$ cat src/common/lane_error_status_defs.svh
`ifndef LANE_ERROR_STATUS_DEFS_SVH
`define LANE_ERROR_STATUS_DEFS_SVH

// ----------------------------------------------------------------------------
// Register offsets
// ----------------------------------------------------------------------------
`define LES_ADDR_W           12
`define LES_CODING_OFS       12'h51c
`define LES_ELASTIC_OFS      12'h520
`define LES_CODING_MASK_OFS  12'h524
`define LES_ELASTIC_MASK_OFS 12'h528

// ----------------------------------------------------------------------------
// Field positions
// ----------------------------------------------------------------------------
`define LES_LANES            8
`define LES_LOW_LSB          0
`define LES_LOW_MSB          7
`define LES_HIGH_LSB         16
`define LES_HIGH_MSB         23

// ----------------------------------------------------------------------------
// Reset values and lane validity
// ----------------------------------------------------------------------------
`define LES_FIELD_RESET      8'h00
`define LES_WORD_RESET       32'h0000_0000
`define LES_LANES_ALL        8'hff
`define LES_LANES_LOWER      8'h0f

`endif

$ cat src/common/lane_error_status_pkg.sv
package lane_error_status_pkg;

  // --------------------------------------------------------------------------
  // Link training states as driven by the port's state machine
  // --------------------------------------------------------------------------
  typedef enum logic [3:0] {
    LTSSM_DETECT        = 4'h0,
    LTSSM_POLLING       = 4'h1,
    LTSSM_CONFIGURATION = 4'h2,
    LTSSM_L0            = 4'h3,
    LTSSM_RECOVERY      = 4'h4,
    LTSSM_L0S           = 4'h5,
    LTSSM_L1            = 4'h6,
    LTSSM_L2            = 4'h7,
    LTSSM_DISABLED      = 4'h8,
    LTSSM_LOOPBACK      = 4'h9,
    LTSSM_HOT_RESET     = 4'ha
  } ltssm_state_t;

  typedef logic [7:0] lane_vec_t;

  // --------------------------------------------------------------------------
  // Complete state of the status block
  // --------------------------------------------------------------------------
  typedef struct packed {
    lane_vec_t   disparity;
    lane_vec_t   decode;
    lane_vec_t   underflow;
    lane_vec_t   overflow;
    lane_vec_t   disparity_en;
    lane_vec_t   decode_en;
    lane_vec_t   underflow_en;
    lane_vec_t   overflow_en;
    logic [31:0] rdata;
    logic        irq;
  } les_state_t;

endpackage : lane_error_status_pkg

$ cat src/hdl/lane_error_status.sv
// The plain strobed port is this design's own decision.
`timescale 1ns/1ps
`include "lane_error_status_defs.svh"

// Summary of operation
// - A lane's disparity flag is set on a running disparity error, only in L0.
// - A lane's decode flag is set when a received symbol fails to decode.
// - Decode flags are set only in L0, Configuration, Disabled or Hot-Reset.
// - A lane's sticky underflow flag is set on zero-byte insertion in L0.
// - A lane's sticky overflow flag is set on dropped bytes in L0.
// - Upper four lanes are valid only on even ports in merged mode.
// - Coding flags reset to zero and clear on write-one, write-zero keeps.
// - Elastic flags reset to zero, clear on write-one, survive soft reset.
module lane_error_status (
  input  wire logic                                clk_in,
  input  wire logic                                rst_b_in,
  input  wire logic                                soft_rst_b_in,
  input  wire lane_error_status_pkg::ltssm_state_t ltssm_in,
  input  wire logic                                port_odd_in,
  input  wire logic                                merged_mode_in,
  input  wire lane_error_status_pkg::lane_vec_t    disparity_err_in,
  input  wire lane_error_status_pkg::lane_vec_t    decode_err_in,
  input  wire lane_error_status_pkg::lane_vec_t    underflow_in,
  input  wire lane_error_status_pkg::lane_vec_t    overflow_in,
  input  wire logic [`LES_ADDR_W-1:0]              addr_in,
  input  wire logic [31:0]                         wdata_in,
  input  wire logic                                wr_in,
  input  wire logic                                rd_in,
  output logic [31:0]                              rdata_out,
  output logic                                     irq_out,
  output lane_error_status_pkg::lane_vec_t         disparity_error_flags_out,
  output lane_error_status_pkg::lane_vec_t         symbol_decode_error_flags_out,
  output lane_error_status_pkg::lane_vec_t         rx_underflow_flags_out,
  output lane_error_status_pkg::lane_vec_t         rx_overflow_flags_out,
  output lane_error_status_pkg::lane_vec_t         lane_valid_out
);

  // --------------------------------------------------------------------------
  // Helper functions
  // --------------------------------------------------------------------------

  // Places the two lane fields of a status word, leaving reserved bits zero.
  function automatic logic [31:0] pack_fields(
    input lane_error_status_pkg::lane_vec_t low,
    input lane_error_status_pkg::lane_vec_t high
  );
    logic [31:0] word;
    word = `LES_WORD_RESET;
    word[`LES_LOW_MSB:`LES_LOW_LSB]   = low;
    word[`LES_HIGH_MSB:`LES_HIGH_LSB] = high;
    return word;
  endfunction : pack_fields

  // Write-one-to-clear with set priority, so an event in the clearing
  // cycle is never lost.
  function automatic lane_error_status_pkg::lane_vec_t w1c_update(
    input lane_error_status_pkg::lane_vec_t cur,
    input lane_error_status_pkg::lane_vec_t set,
    input lane_error_status_pkg::lane_vec_t clr,
    input logic                             hit
  );
    lane_error_status_pkg::lane_vec_t kept;
    kept = hit ? (cur & ~clr) : cur;
    return kept | set;
  endfunction : w1c_update

  // Plain write of a mask field.
  function automatic lane_error_status_pkg::lane_vec_t field_write(
    input lane_error_status_pkg::lane_vec_t cur,
    input lane_error_status_pkg::lane_vec_t val,
    input logic                             hit
  );
    return hit ? val : cur;
  endfunction : field_write

  // --------------------------------------------------------------------------
  // Event qualification by link state and lane ownership
  // --------------------------------------------------------------------------
  lane_error_status_pkg::lane_vec_t disparity_set;
  lane_error_status_pkg::lane_vec_t decode_set;
  lane_error_status_pkg::lane_vec_t underflow_set;
  lane_error_status_pkg::lane_vec_t overflow_set;
  lane_error_status_pkg::lane_vec_t lane_valid;

  lane_event_qualifier u_qualifier (
    .ltssm_in          (ltssm_in),
    .port_odd_in       (port_odd_in),
    .merged_mode_in    (merged_mode_in),
    .disparity_raw_in  (disparity_err_in),
    .decode_raw_in     (decode_err_in),
    .underflow_raw_in  (underflow_in),
    .overflow_raw_in   (overflow_in),
    .disparity_set_out (disparity_set),
    .decode_set_out    (decode_set),
    .underflow_set_out (underflow_set),
    .overflow_set_out  (overflow_set),
    .lane_valid_out    (lane_valid)
  );

  // --------------------------------------------------------------------------
  // Address decode
  // --------------------------------------------------------------------------
  logic hit_coding;
  logic hit_elastic;
  logic hit_coding_en;
  logic hit_elastic_en;
  logic wr_coding;
  logic wr_elastic;
  logic wr_coding_en;
  logic wr_elastic_en;

  lane_error_status_pkg::lane_vec_t wr_low;
  lane_error_status_pkg::lane_vec_t wr_high;

  assign hit_coding     = (addr_in == `LES_CODING_OFS);
  assign hit_elastic    = (addr_in == `LES_ELASTIC_OFS);
  assign hit_coding_en  = (addr_in == `LES_CODING_MASK_OFS);
  assign hit_elastic_en = (addr_in == `LES_ELASTIC_MASK_OFS);

  assign wr_coding      = wr_in && hit_coding;
  assign wr_elastic     = wr_in && hit_elastic;
  assign wr_coding_en   = wr_in && hit_coding_en;
  assign wr_elastic_en  = wr_in && hit_elastic_en;

  assign wr_low  = wdata_in[`LES_LOW_MSB:`LES_LOW_LSB];
  assign wr_high = wdata_in[`LES_HIGH_MSB:`LES_HIGH_LSB];

  // --------------------------------------------------------------------------
  // State update
  // --------------------------------------------------------------------------
  lane_error_status_pkg::les_state_t state_q;
  lane_error_status_pkg::les_state_t state_d;

  logic [31:0] coding_word;
  logic [31:0] elastic_word;
  logic [31:0] coding_en_word;
  logic [31:0] elastic_en_word;
  logic        pending;

  assign coding_word     = pack_fields(state_q.disparity, state_q.decode);
  assign elastic_word    = pack_fields(state_q.underflow, state_q.overflow);
  assign coding_en_word  = pack_fields(state_q.disparity_en,
                                       state_q.decode_en);
  assign elastic_en_word = pack_fields(state_q.underflow_en,
                                       state_q.overflow_en);

  always_comb begin
    state_d = state_q;

    state_d.disparity = w1c_update(state_q.disparity, disparity_set,
                                   wr_low, wr_coding);
    state_d.decode    = w1c_update(state_q.decode, decode_set,
                                   wr_high, wr_coding);

    state_d.underflow = w1c_update(state_q.underflow, underflow_set,
                                   wr_low, wr_elastic);
    state_d.overflow  = w1c_update(state_q.overflow, overflow_set,
                                   wr_high, wr_elastic);

    state_d.disparity_en = field_write(state_q.disparity_en, wr_low,
                                       wr_coding_en);
    state_d.decode_en    = field_write(state_q.decode_en, wr_high,
                                       wr_coding_en);
    state_d.underflow_en = field_write(state_q.underflow_en, wr_low,
                                       wr_elastic_en);
    state_d.overflow_en  = field_write(state_q.overflow_en, wr_high,
                                       wr_elastic_en);

    // Read data stand for one cycle only; unmapped addresses read zero.
    state_d.rdata = `LES_WORD_RESET;
    if (rd_in) begin
      unique case (1'b1)
        hit_coding: begin
          state_d.rdata = coding_word;
        end
        hit_elastic: begin
          state_d.rdata = elastic_word;
        end
        hit_coding_en: begin
          state_d.rdata = coding_en_word;
        end
        hit_elastic_en: begin
          state_d.rdata = elastic_en_word;
        end
        default: begin
          state_d.rdata = `LES_WORD_RESET;
        end
      endcase
    end

    // The interrupt follows the flags as they will stand next cycle, so a
    // clear drops the line without an extra cycle of stale assertion.
    pending =
      |(state_d.disparity & state_d.disparity_en) ||
      |(state_d.decode    & state_d.decode_en)    ||
      |(state_d.underflow & state_d.underflow_en) ||
      |(state_d.overflow  & state_d.overflow_en);
    state_d.irq = pending;

    // A soft reset clears everything except the sticky elastic flags.
    if (!soft_rst_b_in) begin
      state_d.disparity    = `LES_FIELD_RESET;
      state_d.decode       = `LES_FIELD_RESET;
      state_d.disparity_en = `LES_FIELD_RESET;
      state_d.decode_en    = `LES_FIELD_RESET;
      state_d.underflow_en = `LES_FIELD_RESET;
      state_d.overflow_en  = `LES_FIELD_RESET;
      state_d.rdata        = `LES_WORD_RESET;
      state_d.irq          = 1'b0;
    end
  end

  always_ff @(posedge clk_in) begin
    if (!rst_b_in) begin
      state_q.disparity    <= `LES_FIELD_RESET;
      state_q.decode       <= `LES_FIELD_RESET;
      state_q.underflow    <= `LES_FIELD_RESET;
      state_q.overflow     <= `LES_FIELD_RESET;
      state_q.disparity_en <= `LES_FIELD_RESET;
      state_q.decode_en    <= `LES_FIELD_RESET;
      state_q.underflow_en <= `LES_FIELD_RESET;
      state_q.overflow_en  <= `LES_FIELD_RESET;
      state_q.rdata        <= `LES_WORD_RESET;
      state_q.irq          <= 1'b0;
    end else begin
      state_q <= state_d;
    end
  end

  // --------------------------------------------------------------------------
  // Outputs
  // --------------------------------------------------------------------------
  assign rdata_out                     = state_q.rdata;
  assign irq_out                       = state_q.irq;
  assign disparity_error_flags_out     = state_q.disparity;
  assign symbol_decode_error_flags_out = state_q.decode;
  assign rx_underflow_flags_out        = state_q.underflow;
  assign rx_overflow_flags_out         = state_q.overflow;
  assign lane_valid_out                = lane_valid;

endmodule : lane_error_status

$ cat src/hdl/lane_event_qualifier.sv
`timescale 1ns/1ps
`include "lane_error_status_defs.svh"

module lane_event_qualifier (
  input  wire lane_error_status_pkg::ltssm_state_t ltssm_in,
  input  wire logic                                port_odd_in,
  input  wire logic                                merged_mode_in,
  input  wire lane_error_status_pkg::lane_vec_t    disparity_raw_in,
  input  wire lane_error_status_pkg::lane_vec_t    decode_raw_in,
  input  wire lane_error_status_pkg::lane_vec_t    underflow_raw_in,
  input  wire lane_error_status_pkg::lane_vec_t    overflow_raw_in,
  output lane_error_status_pkg::lane_vec_t         disparity_set_out,
  output lane_error_status_pkg::lane_vec_t         decode_set_out,
  output lane_error_status_pkg::lane_vec_t         underflow_set_out,
  output lane_error_status_pkg::lane_vec_t         overflow_set_out,
  output lane_error_status_pkg::lane_vec_t         lane_valid_out
);

  // Upper lanes carry no data unless an even port owns the merged pair.
  function automatic lane_error_status_pkg::lane_vec_t lanes_owned(
    input logic odd,
    input logic merged
  );
    if (!odd && merged) begin
      return `LES_LANES_ALL;
    end
    return `LES_LANES_LOWER;
  endfunction : lanes_owned

  logic in_l0;
  logic decode_window;

  assign in_l0 = (ltssm_in == lane_error_status_pkg::LTSSM_L0);

  assign decode_window = in_l0 ||
    (ltssm_in == lane_error_status_pkg::LTSSM_CONFIGURATION) ||
    (ltssm_in == lane_error_status_pkg::LTSSM_DISABLED) ||
    (ltssm_in == lane_error_status_pkg::LTSSM_HOT_RESET);

  assign lane_valid_out = lanes_owned(port_odd_in, merged_mode_in);

  assign disparity_set_out = in_l0 ? (disparity_raw_in & lane_valid_out)
                                   : `LES_FIELD_RESET;
  assign decode_set_out = decode_window ? (decode_raw_in & lane_valid_out)
                                        : `LES_FIELD_RESET;
  assign underflow_set_out = in_l0 ? (underflow_raw_in & lane_valid_out)
                                   : `LES_FIELD_RESET;
  assign overflow_set_out = in_l0 ? (overflow_raw_in & lane_valid_out)
                                  : `LES_FIELD_RESET;

endmodule : lane_event_qualifier

$ cat config.mk
export PLATFORM = sky130hd
export DESIGN_NAME = lane_error_status
export DESIGN_NICKNAME = d
export VERILOG_FILES = /design/src/common/lane_error_status_pkg.sv /design/src/hdl/lane_error_status.sv /design/src/hdl/lane_event_qualifier.sv
export VERILOG_INCLUDE_DIRS = /design/src /design/src/common
export SDC_FILE = /design/constraint.sdc
export NUM_CORES = 1
export LEC_CHECK = 0
export BUFFER_PORTS_ARGS = -buffer_cell sky130_fd_sc_hd__buf_2
export CAP_MARGIN = 20
export CORE_UTILIZATION = 30
export DETAILED_ROUTE_END_ITERATION = 16
export SLEW_MARGIN = 25
export SYNTH_ARGS = -nofsm -noshare
export SYNTH_HDL_FRONTEND = slang
export SYNTH_HIERARCHICAL = 1
export SYNTH_SLANG_ARGS = --single-unit
$ cat constraint.sdc
create_clock -name clk_in -period 1.85 [get_ports clk_in]
set_input_delay 0.0925 -clock clk_in [delete_from_list [all_inputs] [get_ports clk_in]]
set_output_delay 0.0925 -clock clk_in [all_outputs]
set_load 0.01 [all_outputs]
After elaboration in Yosys (flattened, before gate mapping)
Index checks and enable logic that the tools add are counted.
Word-level totals
  register bits: 97
  output and inout port bits: 73
  word-level logic and storage cells: 70
Operators by class
  equality and inequality tests: 8
  mux-type cells: 16
  bitwise operators: 18
  reduce and logical (&&, ||, !) cells: 18
Operators by type and width (number)
  $mux W8: 14
  $and A8 B8 Y8: 12
  $pmux W24 S4: 1
  $eq A12 B11 Y1 const B: 4
  $or A8 B8 Y8: 4
  $reduce_or A8 Y1: 4
  $not A8 Y8: 2
  $eq A4 B2 Y1 const B: 2
  $eq A4 B4 Y1 const B: 2
  $logic_or A1 B1 Y1: 6
  $logic_and A1 B1 Y1: 5
  $reduce_and A3 Y1: 1
  $reduce_and A2 Y1: 1
  $logic_not A1 Y1: 1
  $mux W1: 1

Depth between registers and ports, before layout
  depth in word-level cells: 12
  depth in mapped cells: 10

Cells and area by module
Netlist, hierarchy kept.
Modules (own cells, without submodules)
  lane_error_status: times used 1, cells each 382, area an instance 3544.6 sq um
  lane_event_qualifier: times used 1, cells each 54, area an instance 370.4 sq um

Least setup slack after synthesis
No wires, ideal clock.
  kind: input to register
  from: input addr_in[1]
  to: register state_q, in the netlist irq_out
  arrival time: 1632 ps
  required time: 1712 ps
  setup slack: 80 ps
  stages: 8
  buffers on the path: 1
  cells stage by stage: nor4_4 > and4_1 > buf_4 > nand2_1 > a21oi_1 > o22ai_1 > nor3_1 > a41oi_1
Between the ends
  longest elaborated chain between the ends: 9
  elaborated cells on any way between the ends: 31
  classes of those cells: eq/ne (4); mux (8); bitwise (8); reduce/logical (11)
Ends and longest elaborated chain
  start: declaration: line lane_error_status.sv:25  | input wire logic [`LES_ADDR_W-1:0] addr_in,
  $eq A12 B11 Y1 (no line)
  $logic_and A1 B1 Y1: line lane_error_status.sv:120  | assign wr_coding = wr_in && hit_coding;
  $mux W8: line lane_error_status.sv:63  | kept = hit ? (cur & ~clr) : cur;
  $or A8 B8 Y8: line lane_error_status.sv:64  | return kept | set;
  $and A8 B8 Y8 (on tied branches): line lane_error_status.sv:194, lane_error_status.sv:195
  $reduce_or A8 Y1 (on tied branches): line lane_error_status.sv:194, lane_error_status.sv:195
  $logic_or A1 B1 Y1: line lane_error_status.sv:194  | |(state_d.disparity & state_d.disparity_en) ||
  $logic_or A1 B1 Y1: line lane_error_status.sv:195  | |(state_d.decode & state_d.decode_en) ||
  $logic_or A1 B1 Y1 (*): line lane_error_status.sv:196  | |(state_d.underflow & state_d.underflow_en) ||
  end signal: assignment: line lane_error_status.sv:226  | state_q <= state_d;
  end: declaration: line lane_error_status.sv:131  | lane_error_status_pkg::les_state_t state_q;
Mark *: on every way between the ends. The rest lies on a longest branch, timed or not.
A chain may end at the register's enable or synchronous reset.

Worst setup path after layout
  from: input addr_in[4]
  to: register state_q, in the netlist irq_out
The elaborated chain is that of the path after synthesis.

==> impl_metrics.toml <==
[synthesis]
yosysUniqueCellTypes = 38
avgSynthCellArea_um2 = 8.98
synth-seq-cells = 81
ys_warn_count = 6
synth_ff_type = "dfxtp_1"
syn-cell-area_mm2 = 0.00392
synthArstFlopShare_pct = 0
synth-seq-area-share_pct = 41.4
synth_edf_count = 0
syn_inst = 436

[finish]
syn_to_final_growth_pct = 32.8
drive_above_1_share_pct = 35.8
final_cells = 769
final_common_cell = "buf_2"
layout.nets = 681
diodes = 0
layout_common_cells = "123 x buf_2, 81 x dfxtp_1, 51 x buf_4"
utilization_pct = 41.0

[setup_path]
r2r-end = "irq_out"
reg2reg_from = "rx_overflow_flags_out[3]"
r2r_setup_slack_ns = 0.43
reg2regPathDepth = 5
worstPathArrival_ns = 1.99
path_cells = "buf_2 -> nor4bb_1 -> buf_4 -> nand4_4 -> buf_12 -> mux2i_1 -> o221ai_1 -> nor3_1 -> a41oi_1"
critPathLaunchType = "input pin"
worst_path_largest_cell_delay_ns = 0.32
cp.required_ns = 2.05
cp_top_family = "simple AND/OR/NAND/NOR gates"
cp_max_fo = 8
cp-end-kind = "flop"
worst-path-buf-inv = 3
crit_slowest_cell = "nor4bb_1"
criticalPathCategory = "in2reg"

[flow_run]
max_cap_violations = 0

[timing]
max_freq_mhz = 560
finalSetupViolCount = 0
whs_ns = 0.0752
hold_viol_final = 0
finalMaxSlewViolations = 0
post-route-min-period_ns = 1.78
skew_ns = 0.00592
rsz0062_at_grt = "false"
timing.final.ws_setup_ns = 0.0652
fin_crit_sh_pct = 96.5

[clocking]
root_buffer = "clkbuf_16"
cts-hold-fix-buffers = 0
cts_tree = "built"
htree_levels = 3
insertion_delay_ns = 0.34
cts_buffers = 9
cts_setup_buffers = 0
cts_resized = 0
clockBufferDepth = 2
path_clk_slew_ns = 0.06
clkSinkCount = 81

[detailed_routing]
met2_length_um = 6330
drtAntennaViolNets = 0
vias = 3699
wl_per_cell_um = 16.4
wirelength_um = 12600
wl_met1_um = 5420
wl_met3_um = 787
route.detailed.drc = 0
highest_layer = "met4"
post_drt_via_cell_ratio = 4.81
drt-pass1-iter-count = 5
drtIter0Drc = 283

[die]
die_y_um = 116
rows = 41
fp.dieW_um = 116
die_area_mm2 = 0.0135
core_region_area_mm2 = 0.0127
ioPinCount = 160
initial_core_util_pct = 30.9

[grt]
antenna_found_initial = 0
grt_pass1_wl_um = 19100
overflow = 0
grt_usage_pct = 19.1
grt_pass1_vias = 3671
grt_max_degree = 50

[power]
ir_worst_vdd_mv = 0.479
swShare_pct = 23.6
power_frac_clock_pct = 43.1
p_total_mw = 3.63
cellInternalPower_mw = 2.78
power_per_cell_area_mw_per_mm2 = 699
sequentialPowerShare_pct = 48.5
p_sw_mw = 0.856
combinationalPowerShare_pct = 8.4
power.leakage_nw = 2.45

[place]
port_buffers = 123
place_ws_ns = -0.255
dpl.hpwl_um = 9570
gp_congestion = 0.816
placedCellCount = 755

[min_path]
hold_end = "coding_en_word[0]"
worstHoldStart = "wdata_in[0]"
hold_depth = 3
hp-class = "in2reg"

[status]
status = "completed"
==> final cells by class <==
cell class | instances | area (um2)
tap | 172 | 215
timing repair buffer | 177 | 1060
clock buffer | 10 | 229
fill | 1303 | 7470
inverter | 2 | 7.51
clock inverter | 4 | 22.5
multi-input combinational | 323 | 2040
sequential | 81 | 1620
==> registers in the layout (all words and copies together) (netlist names) <==
| register | flops |
|---|---|
| rx_overflow_flags_out | 8 |
| disparity_error_flags_out | 8 |
| irq_out | 1 |
| symbol_decode_error_flags_out | 8 |
| rx_underflow_flags_out | 8 |
| elastic_en_word | 16 |
| coding_en_word | 16 |
| rdata_out | 16 |
==> Yosys cell counts (all sizes together), types with 4 or more instances <==
master / n / area share (%)
dfxtp: 81 / 41
nor2: 49 / 4.7
nand2: 41 / 3.9
a21oi: 40 / 5.1
buf: 36 / 7.0
mux2i: 32 / 8.2
a22oi: 16 / 3.1
mux2: 16 / 4.6
nor2b: 16 / 2.6
and3: 15 / 2.4
o22ai: 15 / 2.4
and2: 13 / 2.1
clkbuf: 12 / 1.2
nand2b: 12 / 1.9
nor3: 5 / 0.64
nor4: 5 / 1.2
nand4: 4 / 1.4
nor4b: 4 / 0.89
o221ai: 4 / 0.89
==> power groups by stage <==
stage / clock network, mW / logic, mW / registers, mW
after floorplan: 0 / 0.160 / 1.80
after global placement: 0 / 0.300 / 1.80
after detailed placement: 0 / 0.305 / 1.80
after CTS: 1.60 / 0.306 / 1.76
after global routing: 1.67 / 0.333 / 1.76
final: 1.56 / 0.306 / 1.76
==> stage by stage <==
step           area (um2)  TNS [ns]
6_report             5200         0
2_1_floorplan        3980         0
4_1_cts              5190         0
5_1_grt              5200         0
3_3_place_gp         4940    -0.215
3_5_place_dp         4940    -0.255
==> cell families (layout without fill, tap and decap cells) <==
logic type / Yosys count / after routing / share of synthesized area (%)
compound gates: 81 / 81 / 13.0
buf+inv: 50 / 193 / 8.34
flops: 81 / 81 / 41.4
mux: 48 / 48 / 12.8
other cells: 2 / 20 / 0.192
simple gates: 174 / 174 / 24.2
==> worst max path at each step <==
stage	from	to	cells past startpoint	slack, ns
2_1_floorplan	addr_in[1]	irq_out	8	0.08
3_3_place_gp	addr_in[9]	irq_out	9	-0.22
3_5_place_dp	addr_in[4]	irq_out	9	-0.26
4_1_cts	addr_in[4]	irq_out	9	0.11
5_1_grt	addr_in[9]	irq_out	10	0.002
6_report	addr_in[4]	irq_out	9	0.07
==> tightest hold or removal path, cell delays in order <==
cell and delay, ns:
buf_2 0.12, mux2i_1 0.09, nor2_1 0.08
==> routing by layer <==
layer / global-route usage (%) / vias up
met5: 0 / -
met4: 5.21 / 0
met3: 4.62 / 8
met2: 33.8 / 138
met1: 22.9 / 1743
li1: - / 1810
Note: power is estimated with default switching activity, not from simulation.
